### config.mk
export PLATFORM = sky130hd
export DESIGN_NAME = sse_exec_slice
export DESIGN_NICKNAME = d
export VERILOG_FILES = /design/src/sse_pkg.sv /design/src/sse_exec_slice.sv
export SDC_FILE = /design/constraint.sdc
export NUM_CORES = 1
export LEC_CHECK = 0
export BUFFER_PORTS_ARGS = -buffer_cell sky130_fd_sc_hd__buf_2
export CAP_MARGIN = 5
export CELL_PAD_IN_SITES_DETAIL_PLACEMENT = 1
export CELL_PAD_IN_SITES_GLOBAL_PLACEMENT = 2
export CORE_MARGIN = 4
export CORE_UTILIZATION = 31
export CTS_CLUSTER_SIZE = 14
export DETAILED_ROUTE_END_ITERATION = 7
export PLACE_DENSITY = 0.95
export SETUP_SLACK_MARGIN = 0.02
export SLEW_MARGIN = 10
export SYNTH_ARGS = -nofsm -noshare
export SYNTH_HDL_FRONTEND = slang
export SYNTH_SLANG_ARGS = --single-unit
### constraint.sdc
create_clock -name core_clk_in -period 6.3 [get_ports core_clk_in]
set_input_delay 1.26 -clock core_clk_in [delete_from_list [all_inputs] [get_ports core_clk_in]]
set_output_delay 1.26 -clock core_clk_in [all_outputs]
set_load 0.02 [all_outputs]
### src/sse_pkg.sv
// shared constants and types for the store/shift/exclusive-or execution slice
package sse_pkg;

  // data path widths
  localparam int unsigned SSE_XLEN      = 32;
  localparam int unsigned SSE_IMM_W     = 16;

  // field positions, bit 0 is the most significant bit of a word
  localparam int unsigned SSE_TAG_VALID_BIT = 30;
  localparam int unsigned SSE_HALF_SIGN_BIT = 16;
  localparam int unsigned SSE_BYTE_SIGN_BIT = 24;
  localparam int unsigned SSE_MSB_BIT       = 0;
  localparam int unsigned SSE_LSB_BIT       = 31;

  // address alignment masks for halfword and word stores
  localparam logic [0:31] SSE_HALF_ALIGN_MASK = 32'hFFFF_FFFE;
  localparam logic [0:31] SSE_WORD_ALIGN_MASK = 32'hFFFF_FFFC;

  // reset values of the result registers
  localparam logic [0:31] SSE_WORD_RESET = 32'h0000_0000;

  // subroutine return takes this many cycles, its own and the delay slot
  localparam int unsigned SSE_RET_LATENCY = 2;

  // store access size codes
  typedef enum logic [1:0] {
    SSE_SIZE_BYTE = 2'h0,
    SSE_SIZE_HALF = 2'h1,
    SSE_SIZE_WORD = 2'h2
  } sse_size_t;

  // operations issued by the core to this slice
  typedef enum logic [4:0] {
    SSE_OP_NOP                 = 5'h00,
    SSE_OP_RET_SUBROUTINE      = 5'h01,
    SSE_OP_STORE_BYTE_REG      = 5'h02,
    SSE_OP_STORE_BYTE_IMM      = 5'h03,
    SSE_OP_STORE_HALF_REG      = 5'h04,
    SSE_OP_STORE_HALF_IMM      = 5'h05,
    SSE_OP_STORE_WORD_REG      = 5'h06,
    SSE_OP_STORE_WORD_IMM      = 5'h07,
    SSE_OP_HALF_SIGN_EXTEND    = 5'h08,
    SSE_OP_BYTE_SIGN_EXTEND    = 5'h09,
    SSE_OP_ARITH_RIGHT_SHIFT   = 5'h0A,
    SSE_OP_CARRY_RIGHT_SHIFT   = 5'h0B,
    SSE_OP_LOGICAL_RIGHT_SHIFT = 5'h0C,
    SSE_OP_DCACHE_TAG_WRITE    = 5'h0D,
    SSE_OP_ICACHE_TAG_WRITE    = 5'h0E,
    SSE_OP_REG_EXCLUSIVE_OR    = 5'h0F,
    SSE_OP_IMM_EXCLUSIVE_OR    = 5'h10
  } sse_op_t;

  // return sequencer states, one-hot
  typedef enum logic [1:0] {
    SSE_ST_IDLE      = 2'b01,
    SSE_ST_WAIT_SLOT = 2'b10
  } sse_state_t;

endpackage : sse_pkg

### src/sse_exec_slice.sv
// execution slice: subroutine return, stores, sign extends, right shifts, cache tag writes, exclusive-or
//
// Contract
// RULE1 - return loads program counter with first source plus sign-extended immediate, two cycles
// RULE2 - the instruction after a return always completes before the target is fetched
// RULE3 - byte store writes data bits 24-31 at sum address, no register changes
// RULE4 - halfword store clears address bit 31, writes data bits 16-31, marks store
// RULE5 - word store clears address bits 30-31, writes full data word, marks store
// RULE6 - halfword sign extend replicates source bit 16 into destination bits 0-15
// RULE7 - byte sign extend replicates source bit 24 into destination bits 0-23
// RULE8 - arithmetic shift right keeps sign bit, source bit 31 goes to carry
// RULE9 - carry shift right puts old carry in bit 0, bit 31 to carry
// RULE10 - logical shift right inserts zero at bit 0, bit 31 to carry
// RULE11 - data cache tag written from first source, bit 30 is valid
// RULE12 - software issues data cache tag write only with data cache disabled
// RULE13 - instruction cache tag written from first source, bit 30 is valid
// RULE14 - software issues instruction cache tag write only with instruction cache disabled
// RULE15 - register exclusive-or writes first source xor second source to destination
// RULE16 - immediate exclusive-or zero-extends the immediate, xors with first source
// RULE17 - bit 0 is the most significant bit of every word
`timescale 1ns/1ps
module sse_exec_slice (
  // clock, reset, enable
  input  wire  logic                   core_clk_in,
  input  wire  logic                   rst_in,
  input  wire  logic                   ce_in,
  // issue port from the core
  input  wire  logic                   issue_in,
  input  wire  sse_pkg::sse_op_t       op_in,
  input  wire  logic [0:31]            first_src_reg_in,
  input  wire  logic [0:31]            second_src_reg_in,
  input  wire  logic [0:31]            dest_data_reg_in,
  input  wire  logic [0:15]            immediate_field_in,
  // machine status flags from the core
  input  wire  logic                   carry_flag_in,
  input  wire  logic                   dcache_enable_flag_in,
  input  wire  logic                   icache_enable_flag_in,
  // register file write back
  output logic                         dest_we_out,
  output logic [0:31]                  dest_data_out,
  output logic                         carry_we_out,
  output logic                         carry_out,
  output logic                         store_flag_we_out,
  // data memory store port
  output logic                         mem_we_out,
  output logic [0:31]                  mem_addr_out,
  output logic [0:31]                  mem_wdata_out,
  output sse_pkg::sse_size_t           mem_size_out,
  // program counter load
  output logic                         pc_load_out,
  output logic [0:31]                  pc_target_out,
  output logic                         ret_pending_out,
  // cache tag write ports
  output logic                         dcache_tag_we_out,
  output logic                         icache_tag_we_out,
  output logic [0:31]                  cache_tag_out,
  output logic                         cache_tag_valid_out,
  output logic                         cache_misuse_out
);
  import sse_pkg::*;

  // RULE17 bit 0 msb
  // sign-extend the 16-bit immediate to a word
  function automatic logic [0:31] sse_sext_imm(input logic [0:15] immediate_field);
    sse_sext_imm = {{SSE_IMM_W{immediate_field[0]}}, immediate_field};
  endfunction : sse_sext_imm

  // store address: base plus register or sign-extended immediate
  function automatic logic [0:31] sse_store_addr(input logic [0:31] base, input logic [0:31] sec,
                                                 input logic [0:15] immediate_field, input logic use_imm);
    if (use_imm) begin
      sse_store_addr = base + sse_sext_imm(immediate_field);
    end else begin
      sse_store_addr = base + sec;
    end
  endfunction : sse_store_addr

  // registered state
  sse_state_t     state_ff;
  sse_state_t     nxt_state;
  logic           dest_we_ff;
  logic [0:31]    dest_data_ff;
  logic           carry_we_ff;
  logic           carry_ff;
  logic           store_flag_we_ff;
  logic           mem_we_ff;
  logic [0:31]    mem_addr_ff;
  logic [0:31]    mem_wdata_ff;
  sse_size_t      mem_size_ff;
  logic           pc_load_ff;
  logic [0:31]    pc_target_ff;
  logic           dc_tag_we_ff;
  logic           ic_tag_we_ff;
  logic [0:31]    tag_ff;
  logic           tag_valid_ff;
  logic           misuse_ff;

  // decoded issue qualifiers
  logic           go;
  logic           is_store;
  logic           store_imm;
  logic           is_ret;
  logic           is_alu;
  logic [0:31]    store_addr;

  assign go        = ce_in && issue_in;
  assign is_ret    = (op_in == SSE_OP_RET_SUBROUTINE);
  assign store_imm = (op_in == SSE_OP_STORE_BYTE_IMM) || (op_in == SSE_OP_STORE_HALF_IMM) ||
                     (op_in == SSE_OP_STORE_WORD_IMM);
  assign is_store  = store_imm || (op_in == SSE_OP_STORE_BYTE_REG) ||
                     (op_in == SSE_OP_STORE_HALF_REG) || (op_in == SSE_OP_STORE_WORD_REG);
  assign is_alu    = (op_in == SSE_OP_HALF_SIGN_EXTEND) || (op_in == SSE_OP_BYTE_SIGN_EXTEND) ||
                     (op_in == SSE_OP_ARITH_RIGHT_SHIFT) || (op_in == SSE_OP_CARRY_RIGHT_SHIFT) ||
                     (op_in == SSE_OP_LOGICAL_RIGHT_SHIFT) || (op_in == SSE_OP_REG_EXCLUSIVE_OR) ||
                     (op_in == SSE_OP_IMM_EXCLUSIVE_OR);
  assign store_addr = sse_store_addr(first_src_reg_in, second_src_reg_in, immediate_field_in, store_imm);

  // return sequencer: wait for the delay slot instruction before loading the counter
  always_comb begin
    nxt_state = state_ff;
    case (state_ff)
      SSE_ST_IDLE: begin
        if (go && is_ret) begin
          nxt_state = SSE_ST_WAIT_SLOT;
        end
      end
      // RULE2 slot completes first
      SSE_ST_WAIT_SLOT: begin
        if (go) begin
          nxt_state = SSE_ST_IDLE;
        end
      end
      default: begin
        nxt_state = SSE_ST_IDLE;
      end
    endcase
  end

  always_ff @(posedge core_clk_in) begin
    if (rst_in) begin
      state_ff <= SSE_ST_IDLE;
    end else if (ce_in) begin
      state_ff <= nxt_state;
    end
  end

  // branch target capture and counter load pulse
  always_ff @(posedge core_clk_in) begin
    if (rst_in) begin
      pc_target_ff <= SSE_WORD_RESET;
      pc_load_ff   <= 1'b0;
    end else if (ce_in) begin
      pc_load_ff <= 1'b0;
      // RULE1 target sum
      if (go && is_ret && (state_ff == SSE_ST_IDLE)) begin
        pc_target_ff <= first_src_reg_in + sse_sext_imm(immediate_field_in);
      end
      // RULE2 load after slot
      if (go && (state_ff == SSE_ST_WAIT_SLOT)) begin
        pc_load_ff <= 1'b1;
      end
    end
  end

  // store path towards data memory
  always_ff @(posedge core_clk_in) begin
    if (rst_in) begin
      mem_we_ff        <= 1'b0;
      mem_addr_ff      <= SSE_WORD_RESET;
      mem_wdata_ff     <= SSE_WORD_RESET;
      mem_size_ff      <= SSE_SIZE_WORD;
      store_flag_we_ff <= 1'b0;
    end else if (ce_in) begin
      mem_we_ff        <= go && is_store;
      store_flag_we_ff <= 1'b0;
      if (go) begin
        case (op_in)
          // RULE3 byte store
          SSE_OP_STORE_BYTE_REG, SSE_OP_STORE_BYTE_IMM: begin
            mem_addr_ff  <= store_addr;
            mem_wdata_ff <= {24'h00_0000, dest_data_reg_in[24:31]};
            mem_size_ff  <= SSE_SIZE_BYTE;
          end
          // RULE4 halfword store
          SSE_OP_STORE_HALF_REG, SSE_OP_STORE_HALF_IMM: begin
            mem_addr_ff      <= store_addr & SSE_HALF_ALIGN_MASK;
            mem_wdata_ff     <= {16'h0000, dest_data_reg_in[16:31]};
            mem_size_ff      <= SSE_SIZE_HALF;
            store_flag_we_ff <= 1'b1;
          end
          // RULE5 word store
          SSE_OP_STORE_WORD_REG, SSE_OP_STORE_WORD_IMM: begin
            mem_addr_ff      <= store_addr & SSE_WORD_ALIGN_MASK;
            mem_wdata_ff     <= dest_data_reg_in;
            mem_size_ff      <= SSE_SIZE_WORD;
            store_flag_we_ff <= 1'b1;
          end
          default: begin
            mem_addr_ff <= mem_addr_ff;
          end
        endcase
      end
    end
  end

  // destination register results and carry updates
  always_ff @(posedge core_clk_in) begin
    if (rst_in) begin
      dest_we_ff   <= 1'b0;
      dest_data_ff <= SSE_WORD_RESET;
      carry_we_ff  <= 1'b0;
      carry_ff     <= 1'b0;
    end else if (ce_in) begin
      dest_we_ff  <= go && is_alu;
      carry_we_ff <= 1'b0;
      if (go) begin
        case (op_in)
          // RULE6 halfword extend
          SSE_OP_HALF_SIGN_EXTEND: begin
            dest_data_ff <= {{16{first_src_reg_in[SSE_HALF_SIGN_BIT]}}, first_src_reg_in[16:31]};
          end
          // RULE7 byte extend
          SSE_OP_BYTE_SIGN_EXTEND: begin
            dest_data_ff <= {{24{first_src_reg_in[SSE_BYTE_SIGN_BIT]}}, first_src_reg_in[24:31]};
          end
          // RULE8 arithmetic shift
          SSE_OP_ARITH_RIGHT_SHIFT: begin
            dest_data_ff <= {first_src_reg_in[SSE_MSB_BIT], first_src_reg_in[0:30]};
            carry_we_ff  <= 1'b1;
            carry_ff     <= first_src_reg_in[SSE_LSB_BIT];
          end
          // RULE9 shift through carry
          SSE_OP_CARRY_RIGHT_SHIFT: begin
            dest_data_ff <= {carry_flag_in, first_src_reg_in[0:30]};
            carry_we_ff  <= 1'b1;
            carry_ff     <= first_src_reg_in[SSE_LSB_BIT];
          end
          // RULE10 logical shift
          SSE_OP_LOGICAL_RIGHT_SHIFT: begin
            dest_data_ff <= {1'b0, first_src_reg_in[0:30]};
            carry_we_ff  <= 1'b1;
            carry_ff     <= first_src_reg_in[SSE_LSB_BIT];
          end
          // RULE15 register xor
          SSE_OP_REG_EXCLUSIVE_OR: begin
            dest_data_ff <= first_src_reg_in ^ second_src_reg_in;
          end
          // RULE16 zero-extended immediate xor
          SSE_OP_IMM_EXCLUSIVE_OR: begin
            dest_data_ff <= first_src_reg_in ^ {16'h0000, immediate_field_in};
          end
          default: begin
            dest_data_ff <= dest_data_ff;
          end
        endcase
      end
    end
  end

  // cache tag writes, second source deliberately unused
  always_ff @(posedge core_clk_in) begin
    if (rst_in) begin
      dc_tag_we_ff <= 1'b0;
      ic_tag_we_ff <= 1'b0;
      tag_ff       <= SSE_WORD_RESET;
      tag_valid_ff <= 1'b0;
      misuse_ff    <= 1'b0;
    end else if (ce_in) begin
      // RULE11 data tag
      dc_tag_we_ff <= go && (op_in == SSE_OP_DCACHE_TAG_WRITE);
      // RULE13 instruction tag
      ic_tag_we_ff <= go && (op_in == SSE_OP_ICACHE_TAG_WRITE);
      // RULE12 RULE14 flag misuse
      misuse_ff <= go && (((op_in == SSE_OP_DCACHE_TAG_WRITE) && dcache_enable_flag_in) ||
                          ((op_in == SSE_OP_ICACHE_TAG_WRITE) && icache_enable_flag_in));
      if (go && ((op_in == SSE_OP_DCACHE_TAG_WRITE) || (op_in == SSE_OP_ICACHE_TAG_WRITE))) begin
        tag_ff       <= first_src_reg_in;
        tag_valid_ff <= first_src_reg_in[SSE_TAG_VALID_BIT];
      end
    end
  end

  // output drive
  assign dest_we_out         = dest_we_ff;
  assign dest_data_out       = dest_data_ff;
  assign carry_we_out        = carry_we_ff;
  assign carry_out           = carry_ff;
  assign store_flag_we_out   = store_flag_we_ff;
  assign mem_we_out          = mem_we_ff;
  assign mem_addr_out        = mem_addr_ff;
  assign mem_wdata_out       = mem_wdata_ff;
  assign mem_size_out        = mem_size_ff;
  assign pc_load_out         = pc_load_ff;
  assign pc_target_out       = pc_target_ff;
  assign ret_pending_out     = (state_ff == SSE_ST_WAIT_SLOT);
  assign dcache_tag_we_out   = dc_tag_we_ff;
  assign icache_tag_we_out   = ic_tag_we_ff;
  assign cache_tag_out       = tag_ff;
  assign cache_tag_valid_out = tag_valid_ff;
  assign cache_misuse_out    = misuse_ff;

  // checks on the return sequence
  ret_target_a: assert property (@(posedge core_clk_in) disable iff (rst_in) // RULE1
    (go && is_ret && state_ff == SSE_ST_IDLE) |=>
      (pc_target_out == $past(first_src_reg_in) + {{16{$past(immediate_field_in[0])}}, $past(immediate_field_in)}))
    else $error("return target is not base plus sign-extended immediate");

  ret_slot_a: assert property (@(posedge core_clk_in) disable iff (rst_in) // RULE2
    (go && is_ret && state_ff == SSE_ST_IDLE) |=> (!pc_load_out && ret_pending_out))
    else $error("counter loaded before delay slot completed");

  slot_load_a: assert property (@(posedge core_clk_in) disable iff (rst_in) // RULE2
    (go && ret_pending_out) |=> (pc_load_out && !ret_pending_out))
    else $error("counter not loaded after delay slot");

  ret_two_cycle_a: assert property (@(posedge core_clk_in) disable iff (rst_in) // RULE1
    (go && is_ret && state_ff == SSE_ST_IDLE) ##1 go |=> pc_load_out)
    else $error("return did not finish in two cycles");

  // checks on stores
  byte_store_a: assert property (@(posedge core_clk_in) disable iff (rst_in) // RULE3
    (go && op_in == SSE_OP_STORE_BYTE_REG) |=>
      (mem_we_out && mem_addr_out == $past(first_src_reg_in) + $past(second_src_reg_in) &&
       mem_wdata_out[24:31] == $past(dest_data_reg_in[24:31]) && !dest_we_out))
    else $error("byte store address or data wrong");

  half_align_a: assert property (@(posedge core_clk_in) disable iff (rst_in) // RULE4
    (go && (op_in == SSE_OP_STORE_HALF_REG || op_in == SSE_OP_STORE_HALF_IMM)) |=>
      (mem_addr_out[31] == 1'b0 && mem_wdata_out[16:31] == $past(dest_data_reg_in[16:31]) && store_flag_we_out))
    else $error("halfword store not aligned or data wrong");

  word_align_a: assert property (@(posedge core_clk_in) disable iff (rst_in) // RULE5
    (go && op_in == SSE_OP_STORE_WORD_IMM) |=>
      (mem_addr_out == (($past(first_src_reg_in) + {{16{$past(immediate_field_in[0])}},
       $past(immediate_field_in)}) & 32'hFFFF_FFFC) && mem_wdata_out == $past(dest_data_reg_in)))
    else $error("word store address or data wrong");

  // checks on register results and cache tag writes
  half_ext_a: assert property (@(posedge core_clk_in) disable iff (rst_in) // RULE6
    (go && op_in == SSE_OP_HALF_SIGN_EXTEND) |=>
      (dest_we_out && dest_data_out[0:15] == {16{$past(first_src_reg_in[16])}}))
    else $error("halfword sign extension wrong");

  byte_ext_a: assert property (@(posedge core_clk_in) disable iff (rst_in) // RULE7
    (go && op_in == SSE_OP_BYTE_SIGN_EXTEND) |=>
      (dest_data_out == {{24{$past(first_src_reg_in[24])}}, $past(first_src_reg_in[24:31])}))
    else $error("byte sign extension wrong");

  carry_shift_a: assert property (@(posedge core_clk_in) disable iff (rst_in) // RULE9
    (go && op_in == SSE_OP_CARRY_RIGHT_SHIFT) |=>
      (dest_data_out[0] == $past(carry_flag_in) && carry_we_out && carry_out == $past(first_src_reg_in[31])))
    else $error("shift through carry wrong");

  logic_shift_a: assert property (@(posedge core_clk_in) disable iff (rst_in) // RULE10
    (go && op_in == SSE_OP_LOGICAL_RIGHT_SHIFT) |=>
      (dest_data_out == {1'b0, $past(first_src_reg_in[0:30])} && carry_out == $past(first_src_reg_in[31])))
    else $error("logical shift wrong");

  arith_shift_a: assert property (@(posedge core_clk_in) disable iff (rst_in) // RULE8
    (go && op_in == SSE_OP_ARITH_RIGHT_SHIFT) |=>
      (dest_data_out[0:1] == {2{$past(first_src_reg_in[0])}} && carry_out == $past(first_src_reg_in[31])))
    else $error("arithmetic shift wrong");

  tag_valid_a: assert property (@(posedge core_clk_in) disable iff (rst_in) // RULE11
    (go && (op_in == SSE_OP_DCACHE_TAG_WRITE || op_in == SSE_OP_ICACHE_TAG_WRITE)) |=>
      (cache_tag_valid_out == $past(first_src_reg_in[30]) && (dcache_tag_we_out != icache_tag_we_out)))
    else $error("cache tag valid bit wrong");

  xor_imm_a: assert property (@(posedge core_clk_in) disable iff (rst_in) // RULE16
    (go && op_in == SSE_OP_IMM_EXCLUSIVE_OR) |=>
      (dest_data_out[0:15] == $past(first_src_reg_in[0:15])))
    else $error("immediate not zero-extended");

  // main scenarios
  ret_done_c: cover property (@(posedge core_clk_in) disable iff (rst_in) (go && is_ret) ##1 go ##1 pc_load_out);
  store_word_c: cover property (@(posedge core_clk_in) disable iff (rst_in) go && op_in == SSE_OP_STORE_WORD_REG);
  carry_chain_c: cover property (@(posedge core_clk_in) disable iff (rst_in)
    (go && op_in == SSE_OP_CARRY_RIGHT_SHIFT) ##1 (go && op_in == SSE_OP_CARRY_RIGHT_SHIFT));
  tag_misuse_c: cover property (@(posedge core_clk_in) disable iff (rst_in) cache_misuse_out);

endmodule : sse_exec_slice

==> summary.txt <==
Floorplan
  – Starting Density: 31.7%
  – IO Count: 297
  – Core Area: 0.0319 mm2
  – Die height: 188 um
  – Die area: ~0.036 mm2
  – Die width: 188 um
  – Row Count: 65

Critical path
  – Crit path required time: between 6 and 7 ns
  – CP Class: in2reg
  – End point of the critical path: mem_addr_out[4]$_SDFFE_PP0P_
  – R2R setup slack: 4.20 ns
  – Critical Path Start: first_src_reg_in[23]
  – R2R Path Start: state_ff[0]$_SDFFE_PP1P_
  – WP data arrival: 3.99 ns
  – Max FO, Critical Path: 6
  – Reg-to-Reg End: pc_target_out[1]$_SDFFE_PP0P_
  – Worst Setup Start Kind: input pin
  – Worst reg-to-reg path cell count: 5
  – Worst Setup End Kind: flop

Global route
  – Vias in the first global route: 11.0k
  – Initial antenna violation count: 8
  – First-pass GRT wire length: 64,600 um
  – Largest net degree at the start of global routing: 95
  – Global route total overflow: 0
  – GR Util All Layers: between 20 and 25%

Route
  – Routed wire length per instance: 21.2 um
  – DRC: 0
  – Vias: approximately 11k
  – Drt total wl: 42,300 um
  – DRT Pass-1 Iters: 7
  – Vias/cell: 5.50
  – Final ANT Viol Nets: 0
  – DR iter-0 viols: 862

Pwr
  – Pwr dens: approximately 230 mW/mm2
  – Tot Pwr: 2.89 mW
  – Worst vdd ir: 0.000196 V
  – Lkg Pwr: 5.51 nW

Placed design
  – IO buf count: around 300
  – Hpwl dp: 32,400 um
  – Placer Congestion: 0.901

Status
  – Status: finished, final reports clean

Timing
  – Slew margin rel.: 30.8%
  – Final hold violations: 0
  – RSZ-0062 raised after global routing: false
  – Total negative setup slack: 0 ns
  – Final min period: 3.68 ns
  – Final worst-path cycle share: about three fifths
  – Final Max Slew Viols: 0
  – Skew final: between 0.01 and 0.015 ns
  – Slew @ Worst Pin: a little over 1 ns
  – Max Fclk: ~270 MHz
  – Final setup fails: 0

CTS
  – CTS Buffer Depth: 2
  – Reg clk slew, reported paths: 0.08 ns
  – Num CTS Buffers: 17
  – Post-CTS Setup Inserts: 0
  – CTS tree: yes
  – Clk Latency, worst-skew pair: 0.46 ns
  – # hold bufs at CTS: 0
  – Root buffer cell: clkbuf_16
  – CTS H-Tree Depth: 4
  – Clock sinks: 173
  – Post-CTS sizing: 0

Synthesis
  – Post-synth EDFFs: 0
  – Distinct cells, synth: 71
  – Ys flop type: dfxtp_1
  – Register area share after synthesis: 34.3%
  – Syn Std Cell Area: approximately 0.010 mm2
  – Post-synth ARST share: 0%
  – Syn Inst Count: 1,304
  – Syn avg cell area: between 7 and 8 um2
  – Syn_nets: between 1k and 1.5k
  – Seq cells post-synth: 173
  – Ys Warns: 0

Min path
  – Class of the worst hold path: reg2reg

Cells and area
  – Post-layout net count: approximately 1.7k
  – Layout cells sized above 1: between 20% and 30%
  – Reg area: 0.00346 mm2
  – Area Overhead vs Synth: 24.2%
  – Area of the multi-input gates: between 0.006 and 0.007 mm2
  – Filler Cell Count: 3,956

Job
  – Max Cap Viol: 0
-- worst min-delay path by stage --
stage	from	to	slack [ns]	depth (start not counted)
floorplan	state_ff[1]$_SDFFE_PP0P_	state_ff[1]$_SDFFE_PP0P_	0.46	2
global placement	mem_wdata_out[15]$_SDFFE_PP0P_	mem_wdata_out[15]$_SDFFE_PP0P_	0.44	2
detailed placement	mem_wdata_out[7]$_SDFFE_PP0P_	mem_wdata_out[7]$_SDFFE_PP0P_	0.44	2
CTS	mem_wdata_out[7]$_SDFFE_PP0P_	mem_wdata_out[7]$_SDFFE_PP0P_	0.45	2
global route	dest_data_out[17]$_SDFFE_PP0P_	dest_data_out[17]$_SDFFE_PP0P_	0.47	2
finish	mem_wdata_out[12]$_SDFFE_PP0P_	mem_wdata_out[12]$_SDFFE_PP0P_	0.45	2
-- per-stage QoR --
step	setup WS, ns	hold WS [ns]	utilization [%]	area, um2	cells
floorplan	2.71	0.459	-	10100	1304
global placement	2.33	0.436	37.4	11900	1961
detailed placement	2.23	0.441	37.4	11900	1961
CTS	2.71	0.451	39.3	12500	1993
global route	2.41	0.468	39.3	12500	1998
finish	2.62	0.449	39.3	12500	1998
-- flip-flops by register name (all words and copies together), names as in the netlist --
name,flops
cache_misuse_out,1
cache_tag_out,32
carry_out,1
carry_we_out,1
dcache_tag_we_out,1
dest_data_out,32
dest_we_out,1
icache_tag_we_out,1
mem_addr_out,32
mem_size_out,2
mem_wdata_out,32
mem_we_out,1
pc_load_out,1
pc_target_out,32
state_ff,2
store_flag_we_out,1
-- report_power, final --
part	total, mW	internal (mW)	switching (mW)
sequential	1.12	1.11	0.0111
clock	1.10	0.568	0.532
combinational	0.666	0.233	0.433
-- metal layers --
layer	global-route usage, %	part of all wire (%)	wire [um]
met3	4.69	6.9	2920
met5	0	0.078	33
met4	7.57	2.6	1080
met1	31.2	46	19500
met2	36.3	44	18800
-- final cells by class --
class	count	share of cell area (%)
Timing Repair Buffer	309	12.6
Inverter	29	0.868
Tap cell	435	4.34
Multi-Input combinational cell	1015	49.7
Clock inverter	15	1.39
Sequential cell	173	27.6
Antenna cell	5	0.0998
Clock buffer	17	3.39
-- Yosys cell counts (26+ instances only) --
library cell    n  area [um2]
a21oi_1       172         861
inv_1          29         109
clkbuf_1       72         270
xor2_1         26         228
dfxtp_1       173        3460
a222oi_1       30         300
a21o_1         36         270
o21ai_0        29         145
nand3_1        37         185
nor2_1        123         462
a211oi_1       37         278
xnor2_1        31         272
ha_1           62         776
nand2_1       217         815
-- placed cells by master, fill, tap and decap left out, types with 6 or more instances in the layout --
| master | count |
|---|---|
| a21oi_1 | 171 |
| clkbuf_16 | 17 |
| inv_1 | 29 |
| a211oi_1 | 37 |
| nand2_1 | 217 |
| and3_1 | 14 |
| a311oi_1 | 10 |
| nor2_1 | 119 |
| o221ai_1 | 7 |
| xor2_1 | 26 |
| nand3_1 | 37 |
| o21ai_1 | 9 |
| nor2b_1 | 8 |
| o21ai_0 | 29 |
| a222oi_1 | 30 |
| o21a_1 | 6 |
| buf_2 | 295 |
| dfxtp_1 | 173 |
| a31oi_1 | 13 |
| a22oi_1 | 9 |
| o211ai_1 | 8 |
| ha_1 | 62 |
| nand2b_1 | 7 |
| nor3_1 | 24 |
| o21bai_1 | 14 |
| buf_4 | 13 |
| a21o_1 | 36 |
| and2_1 | 7 |
| xnor2_1 | 31 |
-- logic make-up (layout without fill, tap and decap cells) --
logic type	after synthesis	count (layout)	share of synthesized area, %
AO/OA/AOI/OAI	425	425	28.0
XOR/XNOR	57	57	4.94
adder cells (fa/ha/maj)	64	64	8.08
buffers and inverters	116	370	4.44
flip-flops	173	173	34.3
multiplexers	2	2	0.198
other	0	5	0
AND/OR/NAND/NOR	467	467	20.1
-- worst max-delay path, cell delays in order --
cell,delay [ns]
buf_2,0.15
ha_1,0.40
a211oi_1,0.31
o21ai_2,0.11
o21a_1,0.13
a221o_1,0.44
a21boi_2,0.36
o21ai_1,0.20
a21boi_0,0.27
xor2_1,0.26
a211oi_1,0.10
Note: power is estimated with default switching activity, not from simulation.
